### src/include/swx_pkg.sv
// Purpose: constants for the select-with-attention transfer sequencer
// Assumes: apb byte addresses, one 32-bit word per register
// Notes: message and phase encodings follow the scsi bus lines
package swx_pkg;
  typedef logic [3:0] swx_code_t;
  // command state codes
  localparam swx_code_t CODE_NONE = 4'h0;
  localparam swx_code_t CODE_CDB_START = 4'h3;
  localparam swx_code_t CODE_CDB_DONE = 4'h4;
  localparam swx_code_t CODE_DATA = 4'h5;
  localparam swx_code_t CODE_SDP = 4'h6;
  localparam swx_code_t CODE_DISC_MSG = 4'h7;
  localparam swx_code_t CODE_TGT_GONE = 4'h8;
  localparam swx_code_t CODE_RESEL = 4'h9;
  localparam swx_code_t CODE_ID_OK = 4'ha;
  localparam swx_code_t CODE_DATA_END = 4'hb;
  localparam swx_code_t CODE_STATUS = 4'hc;
  localparam swx_code_t CODE_CC = 4'hd;
  localparam swx_code_t CODE_LCC = 4'he;
  // bus phases as msg/cd/io
  localparam logic [2:0] PH_DATA_OUT = 3'h0;
  localparam logic [2:0] PH_DATA_IN = 3'h1;
  localparam logic [2:0] PH_STATUS = 3'h3;
  localparam logic [2:0] PH_MSG_IN = 3'h7;
  // message bytes
  localparam logic [7:0] MSG_CMD_DONE = 8'h00;
  localparam logic [7:0] MSG_SDP = 8'h02;
  localparam logic [7:0] MSG_RESTORE = 8'h03;
  localparam logic [7:0] MSG_DISC = 8'h04;
  localparam logic [7:0] MSG_LINKED = 8'h0a;
  localparam logic [7:0] MSG_LINKED_FLAG = 8'h0b;
  localparam int MSG_ID_BIT = 7;
  localparam int LUN_W = 3;
  // register byte offsets
  localparam logic [7:0] OFF_CTRL = 8'h00;
  localparam logic [7:0] OFF_STAT = 8'h04;
  localparam logic [7:0] OFF_FUNC = 8'h08;
  localparam logic [7:0] OFF_ERR = 8'h0c;
  localparam logic [7:0] OFF_LUN = 8'h10;
  // control fields
  localparam int CT_START = 0;
  localparam int CT_PAUSE = 1;
  localparam int CT_HOLD = 2;
  localparam int CT_DIR = 3;
  localparam int CT_TID = 4;
  localparam int CT_LUN = 8;
  // status fields
  localparam int ST_RUN = 4;
  localparam int ST_SDP = 8;
  // functional_irq_status bits
  localparam int FI_BUS = 0;
  localparam int FI_FC = 1;
  localparam int FI_SEL = 2;
  localparam int FI_RSL = 3;
  localparam int FI_DIS = 4;
  localparam int FI_W = 5;
  // error_irq_status bits
  localparam int EI_HALT = 0;
  localparam int EI_PE = 1;
  localparam int EI_LUN = 2;
  localparam int EI_W = 3;
  typedef enum logic [1:0] {SEQ_IDLE, SEQ_RUN, SEQ_PARKED} swx_seq_e;
endpackage

### src/include/swx_eval_if.sv
// Purpose: carries one phase/message verdict between sequencer and judge
// Assumes: purely combinational path
// Notes: none
interface swx_eval_if;
  import swx_pkg::*;
  logic [3:0] code;
  logic [2:0] phase;
  logic [7:0] msg;
  logic tc_zero;
  logic dir_in;
  logic [LUN_W-1:0] lun_ref;
  logic ok;
  logic [3:0] next_code;
  logic lun_ok;
  modport judge (input code, phase, msg, tc_zero, dir_in, lun_ref,
    output ok, next_code, lun_ok);
  modport seq (output code, phase, msg, tc_zero, dir_in, lun_ref,
    input ok, next_code, lun_ok);
endinterface

### src/verilog/swx_judge.sv
// Purpose: decides whether a new bus phase is legal in the current code
// Assumes: phase and message byte valid together
// Notes: combinational; not ok means a bus service stop
module swx_judge
  import swx_pkg::*;
(
  // verdict link
  swx_eval_if.judge ev
);
  function automatic logic data_match(input logic [2:0] ph,
    input logic dir_in);
    data_match = ph == (dir_in ? PH_DATA_IN : PH_DATA_OUT);
  endfunction

  logic st_ok;
  logic dat_ok;
  logic mi;

  assign st_ok = (ev.phase == PH_STATUS) && ev.tc_zero;
  assign dat_ok = data_match(ev.phase, ev.dir_in) && !ev.tc_zero;
  assign mi = ev.phase == PH_MSG_IN;
  assign ev.lun_ok = ev.msg[LUN_W-1:0] == ev.lun_ref;

  always_comb begin
    ev.ok = 1'b1;
    ev.next_code = ev.code;
    unique case (ev.code)
      CODE_CDB_DONE: begin
        if (st_ok) ev.next_code = CODE_STATUS;
        else if (dat_ok) ev.next_code = CODE_DATA;
        else if (mi && ev.msg == MSG_SDP) ev.next_code = CODE_SDP;
        else if (mi && ev.msg == MSG_DISC) ev.next_code = CODE_DISC_MSG;
        else ev.ok = 1'b0;
      end
      CODE_DATA: begin
        if (st_ok) ev.next_code = CODE_STATUS;
        else if (dat_ok) ev.next_code = CODE_DATA;
        else if (mi && ev.msg == MSG_SDP) ev.next_code = CODE_SDP;
        else ev.ok = 1'b0;
      end
      CODE_SDP: begin
        if (data_match(ev.phase, ev.dir_in)) ev.next_code = CODE_DATA;
        else if (mi && ev.msg == MSG_DISC) ev.next_code = CODE_DISC_MSG;
        else ev.ok = 1'b0;
      end
      CODE_RESEL: begin
        if (mi && ev.msg[MSG_ID_BIT]) ev.next_code = CODE_ID_OK;
        else ev.ok = 1'b0;
      end
      CODE_ID_OK: begin
        if (st_ok) ev.next_code = CODE_STATUS;
        else if (dat_ok) ev.next_code = CODE_DATA;
        else if (mi && ev.msg == MSG_RESTORE) ev.next_code = CODE_ID_OK;
        else ev.ok = 1'b0;
      end
      CODE_DATA_END: begin
        if (ev.phase == PH_STATUS) ev.next_code = CODE_STATUS;
        else if (mi && ev.msg == MSG_SDP) ev.next_code = CODE_SDP;
        else ev.ok = 1'b0;
      end
      CODE_STATUS: begin
        if (mi && ev.msg == MSG_CMD_DONE) ev.next_code = CODE_CC;
        else if (mi && (ev.msg == MSG_LINKED || ev.msg == MSG_LINKED_FLAG))
          ev.next_code = CODE_LCC;
        else ev.ok = 1'b0;
      end
      default: begin
        // codes 3, 7, 8, d, e: any new information phase is judged not ok
        ev.ok = 1'b0;
      end
    endcase
  end
endmodule

### src/verilog/swx_term.sv
// Purpose: apb-controlled termination sequencer, state codes 3 to e
// Assumes: bus core delivers one-cycle event pulses synchronous to sys_clk
// Notes: codes 0 to 2 belong to the selection logic elsewhere
//
// Our own choices: the APB register port and the placing of the registers.
module swx_term
  import swx_pkg::*;
#(
  parameter int ID_W = 3
) (
  // clock and reset
  input wire logic sys_clk,
  input wire logic reset_n,
  // apb slave
  input wire logic psel,
  input wire logic penable,
  input wire logic pwrite,
  input wire logic [7:0] paddr,
  input wire logic [31:0] pwdata,
  output logic [31:0] prdata,
  output logic pready,
  output logic pslverr,
  // bus core events
  input wire logic cdb_done,
  input wire logic cdb_len_err,
  input wire logic phase_new,
  input wire logic [2:0] phase_kind,
  input wire logic [7:0] msg_byte,
  input wire logic tc_zero,
  input wire logic data_done,
  input wire logic parity_err,
  input wire logic target_gone,
  input wire logic resel_seen,
  input wire logic [ID_W-1:0] resel_id,
  input wire logic picked_as_target,
  // sequencer status
  output logic seq_active,
  output logic [3:0] seq_code,
  output logic seq_halt
);
  if (ID_W < 1 || ID_W > 4) begin : g_chk
    $error("ID_W must be 1 to 4");
  end

  typedef struct packed {
    swx_seq_e seq;
    logic [3:0] code;
    logic ptr_saved;
    logic [FI_W-1:0] functional_irq_status;
    logic [EI_W-1:0] error_irq_status;
    logic hold;
    logic dir_in;
    logic [ID_W-1:0] tid;
    logic [LUN_W-1:0] lun;
    logic halt;
    logic [31:0] rdata;
  } swx_state_s;

  function automatic logic [7:0] merge_flags(input logic [7:0] old,
    input logic [7:0] set, input logic [7:0] clr);
    // a flag raised in the clearing cycle survives
    merge_flags = (old & ~clr) | set;
  endfunction

  swx_state_s s_reg;
  swx_state_s s_next;
  swx_eval_if ev();
  logic wr;
  logic rd_setup;
  logic addr_ok;
  logic pause_req;
  logic start_req;
  logic [7:0] fset;
  logic [7:0] eset;
  logic [7:0] fclr;
  logic [7:0] eclr;
  logic [7:0] fmerged;
  logic [7:0] emerged;
  logic live;

  swx_judge u_judge (
    .ev(ev.judge)
  );

  assign ev.code = s_reg.code;
  assign ev.phase = phase_kind;
  assign ev.msg = msg_byte;
  assign ev.tc_zero = tc_zero;
  assign ev.dir_in = s_reg.dir_in;
  assign ev.lun_ref = s_reg.lun;

  assign addr_ok = paddr == OFF_CTRL || paddr == OFF_STAT ||
    paddr == OFF_FUNC || paddr == OFF_ERR || paddr == OFF_LUN;
  assign wr = psel && penable && pwrite && addr_ok;
  assign rd_setup = psel && !penable && !pwrite;
  assign pready = 1'b1;
  assign pslverr = psel && penable && !addr_ok;
  assign start_req = wr && paddr == OFF_CTRL && pwdata[CT_START];
  assign pause_req = wr && paddr == OFF_CTRL && pwdata[CT_PAUSE];
  assign live = s_reg.seq != SEQ_IDLE;

  assign prdata = s_reg.rdata;
  assign seq_active = live;
  assign seq_code = s_reg.code;
  assign seq_halt = s_reg.halt;

  always_comb begin
    s_next = s_reg;
    s_next.halt = 1'b0;
    fset = 8'h00;
    eset = 8'h00;
    fclr = 8'h00;
    eclr = 8'h00;
    if (wr && paddr == OFF_FUNC) fclr = pwdata[7:0];
    if (wr && paddr == OFF_ERR) eclr = pwdata[7:0];
    if (live) begin
      if (pause_req && (s_reg.code == CODE_CDB_DONE ||
          s_reg.code == CODE_DATA || s_reg.code == CODE_SDP ||
          s_reg.code == CODE_TGT_GONE)) begin
        eset[EI_HALT] = 1'b1;
        s_next.halt = 1'b1;
        s_next.seq = SEQ_IDLE;
      end else if (s_reg.code == CODE_CDB_START) begin
        if (cdb_len_err || phase_new) begin
          fset[FI_BUS] = 1'b1;
          eset[EI_HALT] = 1'b1;
          s_next.seq = SEQ_IDLE;
        end else if (cdb_done) begin
          s_next.code = CODE_CDB_DONE;
        end
      end else if (s_reg.code == CODE_DATA && parity_err) begin
        eset[EI_PE] = 1'b1;
        eset[EI_HALT] = 1'b1;
        s_next.seq = SEQ_IDLE;
      end else if (s_reg.code == CODE_TGT_GONE) begin
        if (picked_as_target) begin
          fset[FI_SEL] = 1'b1;
          s_next.seq = SEQ_IDLE;
        end else if (resel_seen) begin
          if (s_reg.functional_irq_status[FI_DIS] || resel_id != s_reg.tid) begin
            fset[FI_RSL] = 1'b1;
            s_next.seq = SEQ_IDLE;
          end else begin
            s_next.code = CODE_RESEL;
            s_next.seq = SEQ_RUN;
          end
        end
      end else if (s_reg.code == CODE_DISC_MSG && target_gone) begin
        s_next.code = CODE_TGT_GONE;
        if (s_reg.hold) begin
          fset[FI_DIS] = 1'b1;
        end
        // parked either way so a later reselect is still judged
        s_next.seq = SEQ_PARKED;
      end else if (s_reg.code == CODE_CC && target_gone) begin
        fset[FI_FC] = 1'b1;
        s_next.seq = SEQ_IDLE;
      end else if (s_reg.code == CODE_DATA && data_done) begin
        s_next.code = CODE_DATA_END;
      end else if (phase_new) begin
        if (s_reg.code == CODE_RESEL && ev.ok && !ev.lun_ok) begin
          eset[EI_LUN] = 1'b1;
          s_next.lun = msg_byte[LUN_W-1:0];
          s_next.seq = SEQ_IDLE;
        end else if (ev.ok) begin
          s_next.code = ev.next_code;
          if (ev.next_code == CODE_SDP) s_next.ptr_saved = 1'b1;
          if (ev.next_code == CODE_LCC) fset[FI_FC] = 1'b1;
        end else begin
          fset[FI_BUS] = 1'b1;
          s_next.seq = SEQ_IDLE;
        end
      end
    end
    // code stays put once idle until software starts again
    if (start_req) begin
      s_next.seq = SEQ_RUN;
      s_next.code = CODE_CDB_START;
      s_next.ptr_saved = 1'b0;
      s_next.hold = pwdata[CT_HOLD];
      s_next.dir_in = pwdata[CT_DIR];
      s_next.tid = pwdata[CT_TID +: ID_W];
      s_next.lun = pwdata[CT_LUN +: LUN_W];
    end else if (wr && paddr == OFF_CTRL) begin
      s_next.hold = pwdata[CT_HOLD];
    end
    fmerged = merge_flags({{(8-FI_W){1'b0}}, s_reg.functional_irq_status}, fset, fclr);
    emerged = merge_flags({{(8-EI_W){1'b0}}, s_reg.error_irq_status}, eset, eclr);
    s_next.functional_irq_status = fmerged[FI_W-1:0];
    s_next.error_irq_status = emerged[EI_W-1:0];
    if (rd_setup) begin
      s_next.rdata = 32'h0000_0000;
      unique case (paddr)
        OFF_CTRL: begin
          s_next.rdata[CT_HOLD] = s_reg.hold;
          s_next.rdata[CT_DIR] = s_reg.dir_in;
          s_next.rdata[CT_TID +: ID_W] = s_reg.tid;
        end
        OFF_STAT: begin
          s_next.rdata[3:0] = s_reg.code;
          s_next.rdata[ST_RUN] = live;
          s_next.rdata[ST_SDP] = s_reg.ptr_saved;
        end
        OFF_FUNC: s_next.rdata[FI_W-1:0] = s_reg.functional_irq_status;
        OFF_ERR: s_next.rdata[EI_W-1:0] = s_reg.error_irq_status;
        OFF_LUN: s_next.rdata[LUN_W-1:0] = s_reg.lun;
        default: s_next.rdata = 32'h0000_0000;
      endcase
    end
  end

  always_ff @(posedge sys_clk) begin
    if (!reset_n) s_reg <= '0;
    else s_reg <= s_next;
  end
endmodule

### config.mk
export PLATFORM = sky130hd
export DESIGN_NAME = swx_term
export DESIGN_NICKNAME = d
export VERILOG_FILES = /design/src/include/swx_pkg.sv /design/src/include/swx_eval_if.sv /design/src/verilog/swx_judge.sv /design/src/verilog/swx_term.sv
export SDC_FILE = /design/constraint.sdc
export NUM_CORES = 1
export LEC_CHECK = 0
export ABC_AREA = 1
export CAP_MARGIN = 20
export CORE_MARGIN = 5
export CORE_UTILIZATION = 58
export DETAILED_ROUTE_END_ITERATION = 10
export DONT_BUFFER_PORTS = 1
export GPL_ROUTABILITY_DRIVEN = 1
export PLACE_DENSITY = 0.76
export SLEW_MARGIN = 40
export SYNTH_ARGS = -nofsm -noshare
export SYNTH_HDL_FRONTEND = slang
export SYNTH_SLANG_ARGS = --single-unit
export TNS_END_PERCENT = 100
### constraint.sdc
create_clock -name sys_clk -period 1.8 [get_ports sys_clk]
set_clock_uncertainty 0.15 [all_clocks]
set_input_delay 0.36 -clock sys_clk [delete_from_list [all_inputs] [get_ports sys_clk]]
set_output_delay 0.36 -clock sys_clk [all_outputs]
set_load 0.005 [all_outputs]
==> reports/summary.txt, run 1 <==
Status: finished with violations
Failing checks: negative setup slack
CP Launch Type: flip-flop
First-pass DRT Iterations: 5
CTS tree: built
Worst hold margin: 0.0375 ns
Leading cell type in the layout, fill and taps excluded: nand2_1
Global placement routability congestion: 0.965
Cell area power density: 402 nW/um^2
Finish-stage setup viols: 12
Clk pwr share: 0.451
Worst R2R Setup Slack: -0.20 ns
Clk buf depth: 2
Layout cells sized above 1: 0.299
Top cells by area, synth: dfxtp_1, nand2_1, buf_4
Final instance area: 3750 sq um
Initial antenna violation count: 0
Worst-path cell chain: buf_4 -> nand2_1 -> inv_2 -> nand2_2 -> o21ai_1 -> inv_1 -> nand3_1 -> nor2_2 -> nor2_2 -> nand3_1 -> nor2_1 -> nand2_1 -> nand2_1 -> nand2_1 -> a21oi_2
CTS buffer count: 5
# port buffers: 0
Synth warnings: 0
Max incr delay on CP: 0.39 ns
Max reg flops: 15
Comb pwr share: 0.077
First-pass GRT wire length: 14.0 mm
Vias in the first global route: 3167
Final period utilization: 1.11
Crit Path Max Fanout: 3
Worst Path Required: 1.87 ns
Slowest CP cell: dfxtp_4
Final core utilization: 0.749
Worst hold path type: in2reg
Drt drc: 0
CTS clk-pin slew, worst paths: 0.07 ns
CP Class: reg2reg
Final hold viol count: 0
Max IR drop VDD: 345 uV
Core region area: 5010 sq um
Crit path DAT: 2.07 ns
Leakage: 1.94 nW
Clk_lat worst skew: 0.28 ns
CTS root buffer: clkbuf_8
Final worst setup slack: -0.202 ns
Most frequent cells in the layout: nand2_1, buf_4, inv_1, nor2_1, o21ai_0
RSZ-0062 raised after global routing: true
Net Sw Power: 0.000345 W
Int Power: 0.00116 W
GRT Residual Overflow: 0
Routed wire per std cell: 14.3 microns
Vias per inst: 5.45
Final WL: 9.28 mm
Die area: 6620 sq um
Sw Ratio: 0.229
Share of the synthesized area in the top cell type: 0.217
ANT cells: 0
Antenna-violating nets left: 0
Initial drt markers: 250
DIE HEIGHT: 81.3 microns
Area of the multi-input gates: 2010 sq um
Yosys cell types: 36
R2R cell count: 15
DPL Wire Length: 6.82 mm
# nets final: 646
Cell taking the most area after synthesis: dfxtp_1
Initial Util: 0.589
FP Rows: 26
Final min period: 2.00 ns
Setup tns final: -1.30 ns
Largest net degree at the start of global routing: 17
Syn Inst Count: 505
Slew Limit Fails: 0
GRT Util Overall: 0.269
Sequential cell area: 652 sq um
Register area share after synthesis: 0.217
Part of the power in registers: 0.472
Total number of vias: 3535
Critical path endpoint category: flip-flop
R2r endpoint: s_reg[45]$_SDFF_PN0_
Hold wc startpoint: reset_n
Critical R2R Launch: seq_code[0]$_SDFFE_PN0P_
CTS sink cnt: 32
Critical Path Most Common Cell: nand2_1
Hold Crit Depth: 2
Max-Cap Viols: 0
Syn Area/Cell: 5.84 sq um
Area growth syn-to-layout: 27.1%
Fillers: 400
H-Tree Depth: 2
Placed inst area: 3370 sq um
F_max: 0.500 GHz
Io pins: 108
Post-synthesis register bit count: 32
Cell area after technology mapping: 2950 sq um
Die Wd: 81.3 microns
Worst hold endpoint: seq_code[1]$_SDFFE_PN0P_
==> cells by family after synthesis <==
kind of cell / count (synthesis) / share of synthesized area
compound gates: 80 / 0.145
xor+xnor: 4 / 0.0119
buf+inv: 108 / 0.192
flops: 32 / 0.217
other cells: 2 / 0.00254
simple gates: 279 / 0.432
==> critical path: cells and delay by family (launching register included) <==
kind / cells / cell delay [ns]
DFF: 1 / 0.39
AOI/OAI and AO/OA: 2 / 0.23
and+or+nand+nor: 10 / 0.89
buffers and inverters: 3 / 0.30
==> how the worst max path moves through the flow <==
| stage | start | to | slack [ns] | cells past startpoint |
|---|---|---|---|---|
| floorplan | seq_code[2]$_SDFFE_PP0P_ | seq_code[0]$_SDFFE_PN0P_ | 0.01 | 13 |
| global placement | seq_code[2]$_SDFFE_PP0P_ | seq_code[2]$_SDFFE_PP0P_ | -0.17 | 14 |
| detailed placement | msg_byte[5] | s_reg[45]$_SDFF_PN0_ | -0.18 | 13 |
| CTS | seq_code[0]$_SDFFE_PN0P_ | s_reg[45]$_SDFF_PN0_ | -0.11 | 16 |
| global route | seq_code[0]$_SDFFE_PN0P_ | seq_code[0]$_SDFFE_PN0P_ | -0.31 | 16 |
| finish | seq_code[0]$_SDFFE_PN0P_ | s_reg[45]$_SDFF_PN0_ | -0.20 | 15 |
==> timing repair <==
item,in CTS,in global routing
hold buffers,0,0
resized for setup,36,25
hold endpoints to repair,0,0
pin swaps,18,20
setup buffers,9,2
endpoints found under the setup margin,13,17
==> metrics by stage <==
stage | total power (W) | cells | setup slack, ns
6_report | 0.00151 | 649 | -0.202
2_1_floorplan | 0.000857 | 528 | 0.0145
5_1_grt | 0.00156 | 649 | -0.306
4_1_cts | 0.00151 | 647 | -0.110
3_5_place_dp | 0.000841 | 630 | -0.181
3_3_place_gp | 0.000838 | 630 | -0.167
==> routing by layer <==
layer / part of all wire / GRT usage / wire length (microns)
met1: 0.39 / 0.334 / 3660
met4: 0.025 / 0.0912 / 233
met3: 0.096 / 0.0466 / 893
met5: 0 / 0 / 0
met2: 0.48 / 0.465 / 4490
==> Yosys cell counts <==
cell and count:
a211oi_1 1, a21oi_1 31, a21oi_2 1, a221oi_1 1
a22o_1 1, a22oi_1 1, and3b_1 1, buf_4 37
buf_6 1, clkbuf_1 2, clkbuf_8 1, conb_1 2
dfxtp_1 32, dlygate4sd1_1 1, inv_1 59, inv_2 7
nand2_1 134, nand2_2 8, nand2_4 1, nand3_1 42
nand3_2 5, nand3b_1 2, nand4_1 14, nor2_1 50
nor2_2 8, nor2_4 3, nor3_1 8, nor3_2 2
nor4_1 1, o211ai_1 1, o21ai_0 39, o21ai_1 1
o221ai_1 2, o22ai_1 1, xnor2_1 3, xor2_1 1
==> power by group through the flow <==
stage	Combinational, W	Clock (W)	Sequential (W)
floorplan	0.000127	0	0.000730
global placement	0.000107	0	0.000731
detailed placement	0.000109	0	0.000731
CTS	0.000112	0.000687	0.000714
global route	0.000132	0.000719	0.000712
finish	0.000116	0.000680	0.000712
==> area by class of cell <==
cell class                 count  area share
inverter                      66      0.0667
timing repair buffer          85       0.171
clock inverter                 2     0.00934
multi-input combinational    388       0.536
sequential                    32       0.174
clock buffer                   6      0.0193
tap                           70      0.0233
No activity file was read; power rests on OpenSTA's default activity.
==> inputs of run 2 (changes only) <==
Settings changed: CORE_UTILIZATION 58 to 60, CTS_BUF_LIST from default to sky130_fd_sc_hd__clkbuf_8, PLACE_DENSITY 0.76 to 0.79.
==> reports/summary.txt, run 2 (same netlist as run 1, synthesis figures left out) <==
Most frequent cells in the layout: nand2_1, buf_4, inv_1, nor2_1, o21ai_0
Leading cell type in the layout, fill and taps excluded: nand2_1
R2r endpoint: seq_code[0]$_SDFFE_PN0P_
First-pass GRT wire length: 14.8 mm
CTS buffer count: 5
Relative slew slack: 0.641
Clk_lat worst skew: 0.30 ns
FP Rows: 25
Initial antenna violation count: 0
Area growth syn-to-layout: 26.2%
Final period utilization: 1.11
R2R cell count: 16
Largest net degree at the start of global routing: 17
Status: finished with violations
Failing checks: negative setup slack
Worst R2R Setup Slack: -0.20 ns
Cell area power density: 412 nW/um^2
Slew Limit Fails: 0
Max IR drop VDD: 261 uV
CTS tree: built
Antenna-violating nets left: 0
Dpl cells: 623
Die area: 6420 sq um
Io pins: 108
Layout cells sized above 1: 0.288
Initial Util: 0.621
Hold wc startpoint: reset_n
Drt drc: 0
RSZ-0062 raised after global routing: true
Non-Filler Instances: 640
Crit Path Max Fanout: 6
CTS root buffer: clkbuf_8
H-Tree Depth: 2
Routed wire per std cell: 15.1 microns
CTS Hold Buffers Added: 0
Worst hold path type: in2reg
# nets final: 640
Core region area: 4750 sq um
Critical R2R Launch: seq_code[0]$_SDFFE_PN0P_
Worst Path Required: 1.88 ns
Final worst setup slack: -0.204 ns
Pre-CTS WS: -0.200 ns
GRT Residual Overflow: 0
Final min period: 2.00 ns
Setup tns final: -1.36 ns
Total number of vias: 3576
Placed inst area: 3340 sq um
ANT cells: 0
Worst-margin pin slew: 0.534 ns
CTS clk-pin slew, worst paths: 0.08 ns
# port buffers: 0
CP Launch Type: flip-flop
Initial drt markers: 355
Final core utilization: 0.783
First-pass DRT Iterations: 5
Hold Crit Depth: 2
Crit path DAT: 2.09 ns
Vias per inst: 5.59
Fillers: 373
Global placement routability congestion: 0.972
Final hold viol count: 0
GRT Util Overall: 0.293
F_max: 0.499 GHz
Clk buf depth: 2
Leakage: 1.91 nW
Max reg flops: 15
Max-Cap Viols: 0
Worst hold endpoint: seq_code[1]$_SDFFE_PN0P_
Final instance area: 3720 sq um
DPL Wire Length: 7.05 mm
Finish-stage setup viols: 9
Final WL: 9.65 mm
Vias in the first global route: 3270
Critical path endpoint category: flip-flop
DIE HEIGHT: 80.1 microns
Die Wd: 80.1 microns
CP Class: reg2reg
CTS sink cnt: 32
==> run 2: worst max-delay path: stages (launching register included) <==
cell,delay [ns]
dfxtp_2,0.36
inv_4,0.06
nor2_4,0.12
inv_2,0.07
nor2_4,0.22
nand2_4,0.08
nand2_4,0.08
nor2_4,0.05
nand3_2,0.06
nand3_2,0.09
nor2_4,0.13
nand2_1,0.07
nand2_1,0.09
nand2_2,0.09
nand2_1,0.08
nand2_1,0.05
nor2_1,0.07
==> run 2: cell type report <==
| class | count | area (sq um) | area share |
|---|---|---|---|
| inverters | 66 | 255 | 0.0685 |
| clock inverters | 3 | 42.5 | 0.0114 |
| well taps | 67 | 83.8 | 0.0225 |
| clock buffers | 5 | 68.8 | 0.0185 |
| multi-input cells | 388 | 2020 | 0.542 |
| flip-flops and latches | 32 | 654 | 0.176 |
| repair buffers | 79 | 601 | 0.161 |
==> run 2: routing by layer <==
layer	vias to the layer above	track usage	wire length (microns)
met4	0	0.115	234
met3	35	0.0583	972
li1	1713	-	-
met5	-	0	0
met2	205	0.480	4510
met1	1623	0.376	3930
==> run 2: report_power, final <==
part           total, W  internal (W)  switching (W)
combinational  0.000112     0.0000379      0.0000745
clock          0.000712      0.000410       0.000303
sequential     0.000710      0.000707     0.00000306
==> run 2: how the worst max path moves through the flow <==
| stage | start | endpoint | slack [ns] | cells past startpoint |
|---|---|---|---|---|
| after floorplan | seq_code[2]$_SDFFE_PP0P_ | seq_code[0]$_SDFFE_PN0P_ | 0.01 | 13 |
| after global placement | seq_code[2]$_SDFFE_PP0P_ | seq_code[2]$_SDFFE_PP0P_ | -0.17 | 13 |
| after detailed placement | seq_code[2]$_SDFFE_PP0P_ | seq_code[2]$_SDFFE_PP0P_ | -0.20 | 13 |
| after CTS | seq_code[0]$_SDFFE_PN0P_ | s_reg[45]$_SDFF_PN0_ | -0.15 | 16 |
| after global routing | seq_code[2]$_SDFFE_PP0P_ | s_reg[45]$_SDFF_PN0_ | -0.35 | 14 |
| final | seq_code[0]$_SDFFE_PN0P_ | seq_code[0]$_SDFFE_PN0P_ | -0.20 | 16 |
==> run 2: metrics by stage <==
stage,hold WS [ns],total power [W]
6_report,0.0201,0.00154
5_1_grt,0.0285,0.00157
4_1_cts,0.0199,0.00153
3_5_place_dp,0.305,0.000836
3_3_place_gp,0.303,0.000833
2_1_floorplan,0.280,0.000857
==> run 2: what timing repair did <==
item,CTS,global route
setup endpoints to repair,13,15
resized for setup,36,28
pin swaps,22,9
setup buffers,8,1
